===== src/verilog/watchdog_pkg.sv =====
package watchdog_pkg;

	// ****************************************************************
	// Counter and prescaler layout
	// ****************************************************************
	localparam int          COUNT_WIDTH     = 16;
	localparam int          PRESCALE_WIDTH  = 14;
	localparam int          SLOW_DIVIDE     = 16384;
	localparam int          FAST_DIVIDE     = 256;
	localparam logic [15:0] COUNT_ALL_ONES  = 16'hffff;
	localparam logic [15:0] COUNT_ONE       = 16'h0001;

	// ****************************************************************
	// Reset defaults: 256 ticks of 25.6 us at 10 MHz give about 6.5 ms
	// ****************************************************************
	localparam logic [15:0] RELOAD_DEFAULT     = 16'hff00;
	localparam logic        SLOW_SELECT_DEFAULT = 1'b0;
	localparam logic        ENABLE_DEFAULT     = 1'b1;

	// ****************************************************************
	// Gap between prewarning and reset request
	// ****************************************************************
	localparam int          PREWARN_CYCLES  = 16;
	localparam int          WARN_WIDTH      = 8;

	// Core instruction strobes, one cycle each
	typedef struct packed {
		logic        watchdog_disable_instruction;
		logic        watchdog_enable_instruction;
		logic        service;
		logic        reload_write;
		logic        prescale_write;
		logic        prescale_slow;
		logic [15:0] watchdog_reload_value;
	} core_command_type;

	typedef struct packed {
		logic        prewarning_irq;
		logic        reset_request;
		logic        running;
		logic [15:0] count;
	} watchdog_status_type;

	typedef enum logic [1:0] {
		counting,
		prewarning,
		failed
	} watchdog_state_type;

endpackage : watchdog_pkg


===== src/verilog/system_watchdog_timer.sv =====
`timescale 1ns/1ps
// Notes on behaviour
// - Watchdog runs enabled straight after reset
// - Disable instruction stops counting, not the reset request after a prewarning; enable instruction resumes
// - Overflow gives prewarning, then reset request
// - 16-bit counter, prescaler 16384 or 256
// - Counter loads from programmable reload value
// - Service reloads counter and clears prescaler, before a prewarning only
// - Reset defaults give 6.5 ms at 10 MHz
module system_watchdog_timer #(
	parameter int SLOW_DIVIDE    = watchdog_pkg::SLOW_DIVIDE,
	parameter int FAST_DIVIDE    = watchdog_pkg::FAST_DIVIDE,
	parameter int PREWARN_CYCLES = watchdog_pkg::PREWARN_CYCLES
) (
	input  wire logic                             ref_clk,
	input  wire logic                             rst_n,
	input  wire watchdog_pkg::core_command_type   command,
	output      watchdog_pkg::watchdog_status_type status
);
	import watchdog_pkg::*;

	localparam logic [WARN_WIDTH-1:0] WARN_START = WARN_WIDTH'(PREWARN_CYCLES - 1);
	localparam logic [WARN_WIDTH-1:0] WARN_ZERO  = '0;
	localparam logic [WARN_WIDTH-1:0] WARN_ONE   = WARN_WIDTH'(1);

	// ****************************************************************
	// State
	// ****************************************************************
	watchdog_state_type     state;
	watchdog_state_type     next_state;
	logic                   enabled;
	logic [COUNT_WIDTH-1:0] count;
	logic [COUNT_WIDTH-1:0] reload;
	logic                   slow_select;
	logic [WARN_WIDTH-1:0]  warn_count;
	logic                   prewarning_irq;
	logic                   reset_request;
	logic                   tick;

	// ****************************************************************
	// Next values
	// ****************************************************************
	logic                   next_enabled;
	logic [COUNT_WIDTH-1:0] next_count;
	logic [COUNT_WIDTH-1:0] count_up;
	logic [COUNT_WIDTH-1:0] next_reload;
	logic                   next_slow_select;
	logic [WARN_WIDTH-1:0]  next_warn_count;
	logic                   next_prewarning_irq;
	logic                   next_reset_request;
	logic                   reload_now;
	logic                   warn_running;

	// ****************************************************************
	// Decode
	// ****************************************************************
	wire in_counting  = (state == counting);
	wire prescale_run = enabled && in_counting;
	wire service_now  = command.service && in_counting;
	wire overflow     = tick && (count == COUNT_ALL_ONES);
	wire warn_done    = (state == prewarning) && (warn_count == WARN_ZERO);

	assign reload_now   = service_now || overflow;
	assign warn_running = (warn_count != WARN_ZERO);

	// ****************************************************************
	// Selection; a service in the overflow cycle wins, since software
	// did meet the deadline
	// ****************************************************************
	assign next_enabled = command.watchdog_enable_instruction ? 1'b1 :
	                      command.watchdog_disable_instruction ? 1'b0 : enabled;

	assign next_reload = command.reload_write ? command.watchdog_reload_value :
	                     reload;

	assign next_slow_select = command.prescale_write ? command.prescale_slow :
	                          slow_select;

	assign count_up   = count + COUNT_ONE;
	assign next_count = reload_now ? reload :
	                    (tick ? count_up : count);

	assign next_warn_count = in_counting  ? WARN_START :
	                         warn_running ? warn_count - WARN_ONE :
	                         warn_count;

	assign next_prewarning_irq = in_counting && (next_state == prewarning);
	assign next_reset_request  = reset_request || warn_done;

	// ****************************************************************
	// Failure sequence
	// ****************************************************************
	always_comb begin
		next_state = state;
		case (state)
			counting: begin
				if (overflow && !service_now) begin
					next_state = prewarning;
				end
			end
			prewarning: begin
				if (warn_done) begin
					next_state = failed;
				end
			end
			failed: begin
				next_state = failed;
			end
			default: begin
				next_state = counting;
			end
		endcase
	end

	// ****************************************************************
	// Prescaler
	// ****************************************************************
	watchdog_prescaler #(
		.SLOW_DIVIDE (SLOW_DIVIDE),
		.FAST_DIVIDE (FAST_DIVIDE)
	) watchdog_prescaler_i (
		.ref_clk     (ref_clk),
		.rst_n       (rst_n),
		.run         (prescale_run),
		.clear       (service_now),
		.slow_select (slow_select),
		.tick        (tick)
	);

	// ****************************************************************
	// Enable; enable wins when both strobes arrive together
	// ****************************************************************
	always_ff @(posedge ref_clk or negedge rst_n) begin
		if (!rst_n) begin
			enabled <= ENABLE_DEFAULT;
		end else begin
			enabled <= next_enabled;
		end
	end

	// ****************************************************************
	// Reload value; a new value applies from the next reload only
	// ****************************************************************
	always_ff @(posedge ref_clk or negedge rst_n) begin
		if (!rst_n) begin
			reload <= RELOAD_DEFAULT;
		end else begin
			reload <= next_reload;
		end
	end

	// ****************************************************************
	// Ratio request; the prescaler takes it only at a restart
	// ****************************************************************
	always_ff @(posedge ref_clk or negedge rst_n) begin
		if (!rst_n) begin
			slow_select <= SLOW_SELECT_DEFAULT;
		end else begin
			slow_select <= next_slow_select;
		end
	end

	// ****************************************************************
	// Counter
	// ****************************************************************
	always_ff @(posedge ref_clk or negedge rst_n) begin
		if (!rst_n) begin
			count <= RELOAD_DEFAULT;
		end else begin
			count <= next_count;
		end
	end

	// ****************************************************************
	// Failure response; once warned, a service cannot stop the reset,
	// the failed software is not trusted to recover
	// ****************************************************************
	always_ff @(posedge ref_clk or negedge rst_n) begin
		if (!rst_n) begin
			state <= counting;
		end else begin
			state <= next_state;
		end
	end

	// ****************************************************************
	// Gap counter between prewarning and reset request
	// ****************************************************************
	always_ff @(posedge ref_clk or negedge rst_n) begin
		if (!rst_n) begin
			warn_count <= WARN_ZERO;
		end else begin
			warn_count <= next_warn_count;
		end
	end

	// ****************************************************************
	// Prewarning pulse, one cycle
	// ****************************************************************
	always_ff @(posedge ref_clk or negedge rst_n) begin
		if (!rst_n) begin
			prewarning_irq <= 1'b0;
		end else begin
			prewarning_irq <= next_prewarning_irq;
		end
	end

	// ****************************************************************
	// Reset request; sticky until rst_n, so a glitch cannot drop it
	// ****************************************************************
	always_ff @(posedge ref_clk or negedge rst_n) begin
		if (!rst_n) begin
			reset_request <= 1'b0;
		end else begin
			reset_request <= next_reset_request;
		end
	end

	// ****************************************************************
	// Status outputs
	// ****************************************************************

	assign status.prewarning_irq = prewarning_irq;
	assign status.reset_request  = reset_request;
	assign status.running        = enabled;
	assign status.count          = count;

endmodule : system_watchdog_timer


===== src/verilog/watchdog_prescaler.sv =====
`timescale 1ns/1ps
module watchdog_prescaler #(
	parameter int SLOW_DIVIDE = watchdog_pkg::SLOW_DIVIDE,
	parameter int FAST_DIVIDE = watchdog_pkg::FAST_DIVIDE
) (
	input  wire logic ref_clk,
	input  wire logic rst_n,
	input  wire logic run,
	input  wire logic clear,
	input  wire logic slow_select,
	output      logic tick
);
	import watchdog_pkg::*;

	localparam logic [PRESCALE_WIDTH-1:0] SLOW_LAST = PRESCALE_WIDTH'(SLOW_DIVIDE - 1);
	localparam logic [PRESCALE_WIDTH-1:0] FAST_LAST = PRESCALE_WIDTH'(FAST_DIVIDE - 1);
	localparam logic [PRESCALE_WIDTH-1:0] ZERO      = '0;
	localparam logic [PRESCALE_WIDTH-1:0] ONE       = PRESCALE_WIDTH'(1);

	logic [PRESCALE_WIDTH-1:0] count;
	logic                      ratio_slow;
	wire  [PRESCALE_WIDTH-1:0] last_value = ratio_slow ? SLOW_LAST : FAST_LAST;
	wire                       wrap       = run && (count == last_value);
	wire                       restart    = clear || wrap;

	assign tick = wrap && !clear;

	// ****************************************************************
	// Ratio is latched only at a restart, so a change never cuts a
	// running period short
	// ****************************************************************
	always_ff @(posedge ref_clk or negedge rst_n) begin
		if (!rst_n) begin
			count      <= ZERO;
			ratio_slow <= SLOW_SELECT_DEFAULT;
		end else if (restart) begin
			count      <= ZERO;
			ratio_slow <= slow_select;
		end else if (run) begin
			count <= count + ONE;
		end
	end

endmodule : watchdog_prescaler


===== config.mk =====
export PLATFORM = sky130hd
export DESIGN_NAME = system_watchdog_timer
export DESIGN_NICKNAME = d
export VERILOG_FILES = /design/src/verilog/watchdog_pkg.sv /design/src/verilog/system_watchdog_timer.sv /design/src/verilog/watchdog_prescaler.sv
export SDC_FILE = /design/constraint.sdc
export NUM_CORES = 1
export LEC_CHECK = 0
export BUFFER_PORTS_ARGS = -buffer_cell sky130_fd_sc_hd__clkbuf_2
export CAP_MARGIN = 10
export CELL_PAD_IN_SITES_DETAIL_PLACEMENT = 2
export CELL_PAD_IN_SITES_GLOBAL_PLACEMENT = 2
export CORE_UTILIZATION = 32
export DETAILED_ROUTE_END_ITERATION = 12
export GPL_ROUTABILITY_DRIVEN = 0
export HOLD_SLACK_MARGIN = 0.1
export PLACE_DENSITY = 0.74
export SLEW_MARGIN = 20
export SYNTH_ARGS = -nofsm -noshare
export SYNTH_HDL_FRONTEND = slang
export SYNTH_SLANG_ARGS = --single-unit

===== constraint.sdc =====
create_clock -name ref_clk -period 3.45 [get_ports ref_clk]
set_input_delay 1.035 -clock ref_clk [delete_from_list [all_inputs] [get_ports ref_clk]]
set_output_delay 1.035 -clock ref_clk [all_outputs]
set_load 0.01 [all_outputs]

==> results of run 1 <==
## worst max-delay path by stage
stage / endpoint / slack (ns) / cells after the start
floorplan: count[7] / 1.16 / 8
global placement: count[0] / 0.86 / 5
detailed placement: count[0] / 0.76 / 5
CTS: count[0] / 0.72 / 5
global route: count[7] / 0.54 / 5
finish: count[7] / 0.75 / 5
## flip-flops by register name, summed over array words and instances (netlist names)
signal                           count
count                               16
enabled                              1
prewarning_irq                       1
reload                              16
reset_request                        1
slow_select                          1
state                                2
warn_count                           8
watchdog_prescaler_i.count          14
watchdog_prescaler_i.ratio_slow      1
## logic make-up (layout without fill, tap and decap cells)
family | count (synthesis) | count (layout)
flip-flops | 61 | 61
adder cells (fa/ha/maj) | 4 | 4
XOR/XNOR | 18 | 18
AO/OA/AOI/OAI | 52 | 52
AND/OR/NAND/NOR | 130 | 130
multiplexers | 14 | 14
buffers and inverters | 26 | 72
## synth_stat cells, types with 4 or more instances
library cell | instances | share of area [%]
sky130_fd_sc_hd__inv_1 | 11 | 1.3
sky130_fd_sc_hd__nand4_1 | 10 | 2.0
sky130_fd_sc_hd__and3_1 | 8 | 1.6
sky130_fd_sc_hd__ha_1 | 4 | 1.6
sky130_fd_sc_hd__dfstp_2 | 17 | 14
sky130_fd_sc_hd__a21oi_1 | 4 | 0.64
sky130_fd_sc_hd__xnor2_1 | 7 | 2.0
sky130_fd_sc_hd__nor3_1 | 7 | 1.1
sky130_fd_sc_hd__xor2_1 | 11 | 3.1
sky130_fd_sc_hd__nor4_1 | 5 | 1.0
sky130_fd_sc_hd__nand3_1 | 21 | 3.3
sky130_fd_sc_hd__mux2_2 | 11 | 3.9
sky130_fd_sc_hd__nand2_1 | 25 | 3.0
sky130_fd_sc_hd__and2_1 | 5 | 1.0
sky130_fd_sc_hd__nor2_1 | 28 | 3.3
sky130_fd_sc_hd__dfrtp_1 | 44 | 35
sky130_fd_sc_hd__a211oi_1 | 5 | 1.2
sky130_fd_sc_hd__clkbuf_1 | 5 | 0.60
sky130_fd_sc_hd__o21ai_0 | 15 | 2.4
## power groups by stage
| stage | clock network, mW | registers, mW | logic [mW] |
|---|---|---|---|
| floorplan | 0 | 0.762 | 0.0276 |
| global placement | 0 | 0.765 | 0.0626 |
| finish | 0.617 | 0.754 | 0.0622 |
| CTS | 0.643 | 0.754 | 0.0654 |
| global route | 0.670 | 0.756 | 0.0710 |
| detailed placement | 0 | 0.766 | 0.0649 |
## stage by stage
step                      power, mW  utilization (%)  cells  worst slack (ns)
after floorplan               0.790                -    305              1.16
after global routing           1.50             38.8    480             0.544
after global placement        0.828             36.9    464             0.860
after detailed placement      0.831             36.9    464             0.761
final                          1.43             38.8    480             0.752
after CTS                      1.46             38.8    480             0.720
## routing by layer
metal	GRT usage [%]	share of wire (%)	vias up
li1	-	-	1184
met1	22.9	45	1289
met3	4.58	2.9	6
met2	33.3	50	42
met5	0	0	-
met4	5.35	1.1	0
## area by class of cell
type / count / share of cell area (%)
well taps: 129 / 4.43
multi-input cells: 218 / 40.1
repair buffers: 45 / 6.74
flip-flops and latches: 61 / 42.5
inverters: 11 / 1.13
clock buffers: 12 / 3.71
clock inverters: 4 / 1.34
==> parameters.txt, run 1 <==
Parameter                              Value

Timing
  Transition at the pin with the smallest max-transition slack    0.789 ns
  Fin Clk Skew    around 0.011 ns
  Total Neg Setup Slack    0 ns
  Setup repair after global routing missed its margin    false
  Portion of the clock cycle consumed by the worst path in the final layout    between 70% and 80%
  Count of final max-slew check failures    0
  Final count of negative-setup-slack endpoints    0
  Worst hold slack after final layout    roughly 0.47 ns
  Min cycle time layout    ~2.7 ns
  Highest achievable clock rate    ~370 MHz
  Number of failing hold endpoints at the final stage    0
  Max_slew headroom    a little under half

Synthesis
  Instance count of the mapped netlist    between 300 and 400
  Synthesis Warnings    0
  Number of synthesized flops with an enable pin    0
  Post-synthesis xor/xnor area fraction    under 10%
  Most instantiated flip-flop cell in the synthesis netlist    sky130_fd_sc_hd__dfrtp_1
  Portion of netlist area occupied by mux cells    ~5.1%
  Largest family of logic cells by synthesized area    simple AND/OR/NAND/NOR gates
  Post-synthesis compound-gate area fraction    between 10% and 20%
  Count of different cell masters after synthesis    between 50 and 60
  Mean area per synthesized cell    between 10 and 15 µm²
  Adder and majority gate portion of the synthesized area    1.59%
  Register bit total from synthesis    between 60 and 70
  Area fraction in and, or, nand and nor cells after synthesis    between 20% and 30%
  Proportion of synthesized flip-flops having asynchronous set or reset    100%
  Net Count, Synth    333
  Post-synthesis cell area    3140 µm²
  Proportion of synthesized chip area in sequential cells    between 40% and 50%

Clocking
  Clock tree root buffer cell    sky130_fd_sc_hd__clkbuf_8
  Post-cts gate resize count    0
  Maximum clock path buffer count    2
  Total number of clock tree sinks    about 60
  Setup bufs post-CTS    0
  Clock network latency to the later pin of the worst-skew pair    around 0.34 ns
  Number of levels in the clock H-tree    3
  CTS tree    done
  Clock buffers created by TritonCTS    9
  Number of buffers inserted for hold repair after clock tree synthesis    0
  Clk pin slew, worst setup/hold paths    about 0.070 ns

Placed design
  Placed standard-cell area    roughly 3500 µm²
  Dpl hpwl    between 5 and 6 mm
  Number of port buffers    42

Global routing
  Total overflow reported by the global router    0
  Number of antenna violations at the first check in global routing    0
  Pin count of the biggest net entering global routing    37
  Vias in the first global route    around 2800
  Global-route wire length before repair    14.6 mm
  Total routing usage reported by global routing    between 10% and 20%

Layout
  Multi-input gate area in the final layout    1460 µm²
  Leading cell type in the layout, fill and taps excluded    sky130_fd_sc_hd__dfrtp_1
  Layout Area Growth over Synthesis    15.8%
  Fraction of final layout cells sized beyond drive strength 1    28.5%
  Footprint of the flip-flops and latches    1550 µm²
  Inserted Diodes    0
  Count of nets after finishing    ~370
  Highest-count cells in the layout ignoring fill and taps    sky130_fd_sc_hd__dfrtp_1 (44), sky130_fd_sc_hd__clkbuf_2 (42), sky130_fd_sc_hd__nor2_1 (28)
  Filler Cell Count    1079
  Final std cell area, no fill    3640 µm²

Route
  Initial DRT Pass Iterations    4
  Antenna Nets Post-Route    0
  Routed via count    2521
  Average detailed-routed wire length per instance    17.9 µm
  DRC marker count from the first detailed-route iteration    89
  Vias per std cell    5.25
  Detailed-route wire length    ~8.6 mm
  Post-detailed-route DRC marker count    0

Setup path
  Series of cell instances along the critical path    or3b_1 -> nor3_2 -> nand2b_1 -> o21ai_2 -> a221o_1
  R2r setup slk    around 0.75 ns
  Critical path buffer and inverter count    0
  Maximum net fanout on the critical path    8
  Startpoint-to-endpoint class of the critical path    register to register
  Max incr delay on CP    between 0.5 and 0.6 ns
  Slowest stage cell, crit path    sky130_fd_sc_hd__dfstp_2
  Worst reg2reg path endpoint    count[7]
  Worst endpoint required time    ~3.7 ns
  Startpoint class of the critical path    register
  Reg2reg start    enabled
  Endpoint kind of the worst setup timing path    register
  Depth of the worst register-to-register path    5
  Endpoint arrival time on the critical path    2.98 ns
  Cell type group with the largest total delay on the critical path    simple AND/OR/NAND/NOR gates
  First element of the critical path    enabled

Floorplan
  Num rows    35
  Die boundary width    between 100 and 150 µm
  I/O pin count    43
  Effective utilization at floorplan    between 30% and 40%
  Core ar.    between 9000 and 10000 µm²
  Die area    10200 µm²
  Vert. Die Dim    ~100 µm

Pwr
  Power Density    just under 400 nW/µm²
  NetSw    0.329 mW
  Clock network fraction of design power    a little over two fifths
  Leakage power of the design    approximately 1.7 nW
  Flop pwr share    a little over half
  Fraction of power spent switching nets    23.0%
  Combinational group share of total power    roughly 4.3%
  VDD IR-drop max    0.173 mV
  Pint    between 1 and 1.5 mW

Min path
  Type of the most critical hold path    register to register
  Sink of the worst hold path    reset_request
  Hold path depth    1
  Startpoint of the worst hold path    reset_request

Outcome
  Result of the run    finished clean

Flow run
  Number of violations of the max-capacitance limit    0
Power figures use the tool's default switching activity.
==> run 2, diff against run 1 <==
Clock period 3.45 ns to 2.5 ns, I/O delays scaled along.
==> run 2 against run 1 <==
  * Via count rose by 3.3%
  * Non-clock buffer count rose by 13
  * Worst setup slack got worse by 0.62 ns
  * Core utilization rose by 1.2 points
  * Total power rose by 39%
  * Sequential power rose by 38%
  * Routed wire length rose by 4.5%
  * Cell area rose by 3.1%
  * Combinational power rose by 38%
  * Final cell count rose by 2.7%
  * First-iteration DRC count fell by 19%
  * Critical path depth rose by 1
  * Critical endpoint is now count[8]
  * Largest cell class unchanged
==> parameters.txt, run 2 (synthesized netlist as in run 1, its figures left out) <==
Parameter                              Value

Route
  Detailed-route wire length    approximately 9 mm
  Routed via count    2604
  Antenna Nets Post-Route    0
  Initial DRT Pass Iterations    4
  DRC marker count from the first detailed-route iteration    72
  Average detailed-routed wire length per instance    around 18 µm
  Post-detailed-route DRC marker count    0
  Vias per std cell    ~5.3

Global routing
  Total routing usage reported by global routing    approximately a fifth
  Pin count of the biggest net entering global routing    62
  Number of antenna violations at the first check in global routing    0
  Global-route wire length before repair    about 15 mm
  Total overflow reported by the global router    0
  Vias in the first global route    between 2000 and 3000

Placed design
  Cell Count Post-Placement    475
  Number of port buffers    between 40 and 50
  Placed standard-cell area    3540 µm²
  Dpl hpwl    6.27 mm

Layout
  Largest registers in the final layout    count x16, reload x16, watchdog_prescaler_i.count x14
  Final std cell area, no fill    roughly 3800 µm²
  Fraction of final layout cells sized beyond drive strength 1    a little under a third
  Leading cell type in the layout, fill and taps excluded    sky130_fd_sc_hd__dfrtp_1
  Inserted Diodes    0
  Highest-count cells in the layout ignoring fill and taps    sky130_fd_sc_hd__dfrtp_1 (44), sky130_fd_sc_hd__clkbuf_2 (42), sky130_fd_sc_hd__nor2_1 (28)
  Filler Cell Count    ~1000
  Final Non-Filler Cells    approximately 490
  Layout Area Growth over Synthesis    19.4%
  Count of nets after finishing    ~390
  Utilization after layout    40.0%

Clocking
  Number of levels in the clock H-tree    3
  CTS tree    done
  Clk pin slew, worst setup/hold paths    approximately 0.070 ns
  Clock buffers created by TritonCTS    9
  Number of buffers inserted for hold repair after clock tree synthesis    0
  Clock tree root buffer cell    sky130_fd_sc_hd__clkbuf_8
  Total number of clock tree sinks    61
  Clock network latency to the later pin of the worst-skew pair    around 0.34 ns
  Maximum clock path buffer count    2

Timing
  Number of failing hold endpoints at the final stage    0
  Total Neg Setup Slack    0 ns
  Min cycle time layout    around 2.4 ns
  Final count of negative-setup-slack endpoints    0
  Transition at the pin with the smallest max-transition slack    roughly 0.59 ns
  Max_slew headroom    roughly 60%
  Count of final max-slew check failures    0
  Portion of the clock cycle consumed by the worst path in the final layout    around 95%
  Highest achievable clock rate    around 420 MHz
  Fin Clk Skew    roughly 0.010 ns

Setup path
  Max incr delay on CP    about 0.59 ns
  Series of cell instances along the critical path    or3b_1 -> or2_1 -> nor3_4 -> buf_4 -> nand4_1 -> o221a_1
  R2r setup slk    approximately 0.13 ns
  Startpoint-to-endpoint class of the critical path    register to register
  Slowest stage cell, crit path    sky130_fd_sc_hd__dfstp_2
  Worst endpoint required time    2.77 ns
  Endpoint kind of the worst setup timing path    register
  Endpoint arrival time on the critical path    between 2 and 3 ns
  Critical path buffer and inverter count    1
  Worst reg2reg path endpoint    count[8]
  WP depth    6
  Maximum net fanout on the critical path    12
  Startpoint class of the critical path    register
  Cell type group with the largest total delay on the critical path    simple AND/OR/NAND/NOR gates
  Depth of the worst register-to-register path    6
  Reg2reg start    enabled

Floorplan
  Die boundary width    ~100 µm
  Die area    a little over 10000 µm²
  I/O pin count    43
  Num rows    35
  Core ar.    about 9400 µm²
  Effective utilization at floorplan    ~34%
  Vert. Die Dim    ~100 µm

Pwr
  VDD IR-drop max    0.291 mV
  Leakage power of the design    between 1.5 and 2 nW
  Total Power    a little under 2 mW
  Power Density    roughly 530 nW/µm²

Flow run
  Number of violations of the max-capacitance limit    0

Outcome
  Result of the run    finished clean

Min path
  Type of the most critical hold path    primary input to asynchronous set/reset pin
==> run 2: cell count changes in the layout (fill, tap and decap cells not counted), sizes merged <==
cell,previous run,this run
clkbuf,54,57
buf,3,16
clkinv,3,1
bufinv,1,0
==> run 2: per-stage QoR <==
stage	worst slack [ns]	hold slack (ns)
after floorplan	0.210	0.436
after global placement	0.142	0.453
after detailed placement	0.0560	0.460
after CTS	0.0268	0.422
after global routing	-0.00430	0.421
final	0.130	0.409
==> run 2: worst max path at each step <==
stage / end / slack (ns) / from
floorplan: count[7] / 0.21 / enabled
global placement: count[8] / 0.14 / enabled
detailed placement: count[11] / 0.06 / enabled
CTS: count[8] / 0.03 / enabled
global route: count[11] / -0.004 / enabled
finish: count[8] / 0.13 / enabled
==> run 2: metal layers <==
metal	global-route usage [%]	vias to the layer above	wire length [µm]
met3	5.06	12	329
met1	23.0	1340	4040
met4	6.13	0	97
met2	32.5	47	4500
met5	0	-	0
li1	-	1205	-
==> run 2: timing repair <==
item / CTS / global route
buffers inserted: 0 / 2
gates resized for setup: 0 / 1
endpoints found under the setup margin: 0 / 9
==> run 2: power breakdown <==
group / internal (mW) / switching [mW] / total (mW)
Sequential: 1.03 / 0.0150 / 1.04
Combinational: 0.0382 / 0.0477 / 0.0859
Clock: 0.469 / 0.393 / 0.861
==> run 2: cell type report <==
cell class	instances	area [µm²]	share of cell area (%)
multi-input combinational	218	1470	39.1
clock buffer	15	186	4.97
sequential	61	1550	41.2
inverter	11	41.3	1.10
tap	129	161	4.30
timing repair buffer	58	343	9.14
clock inverter	1	5.00	0.133
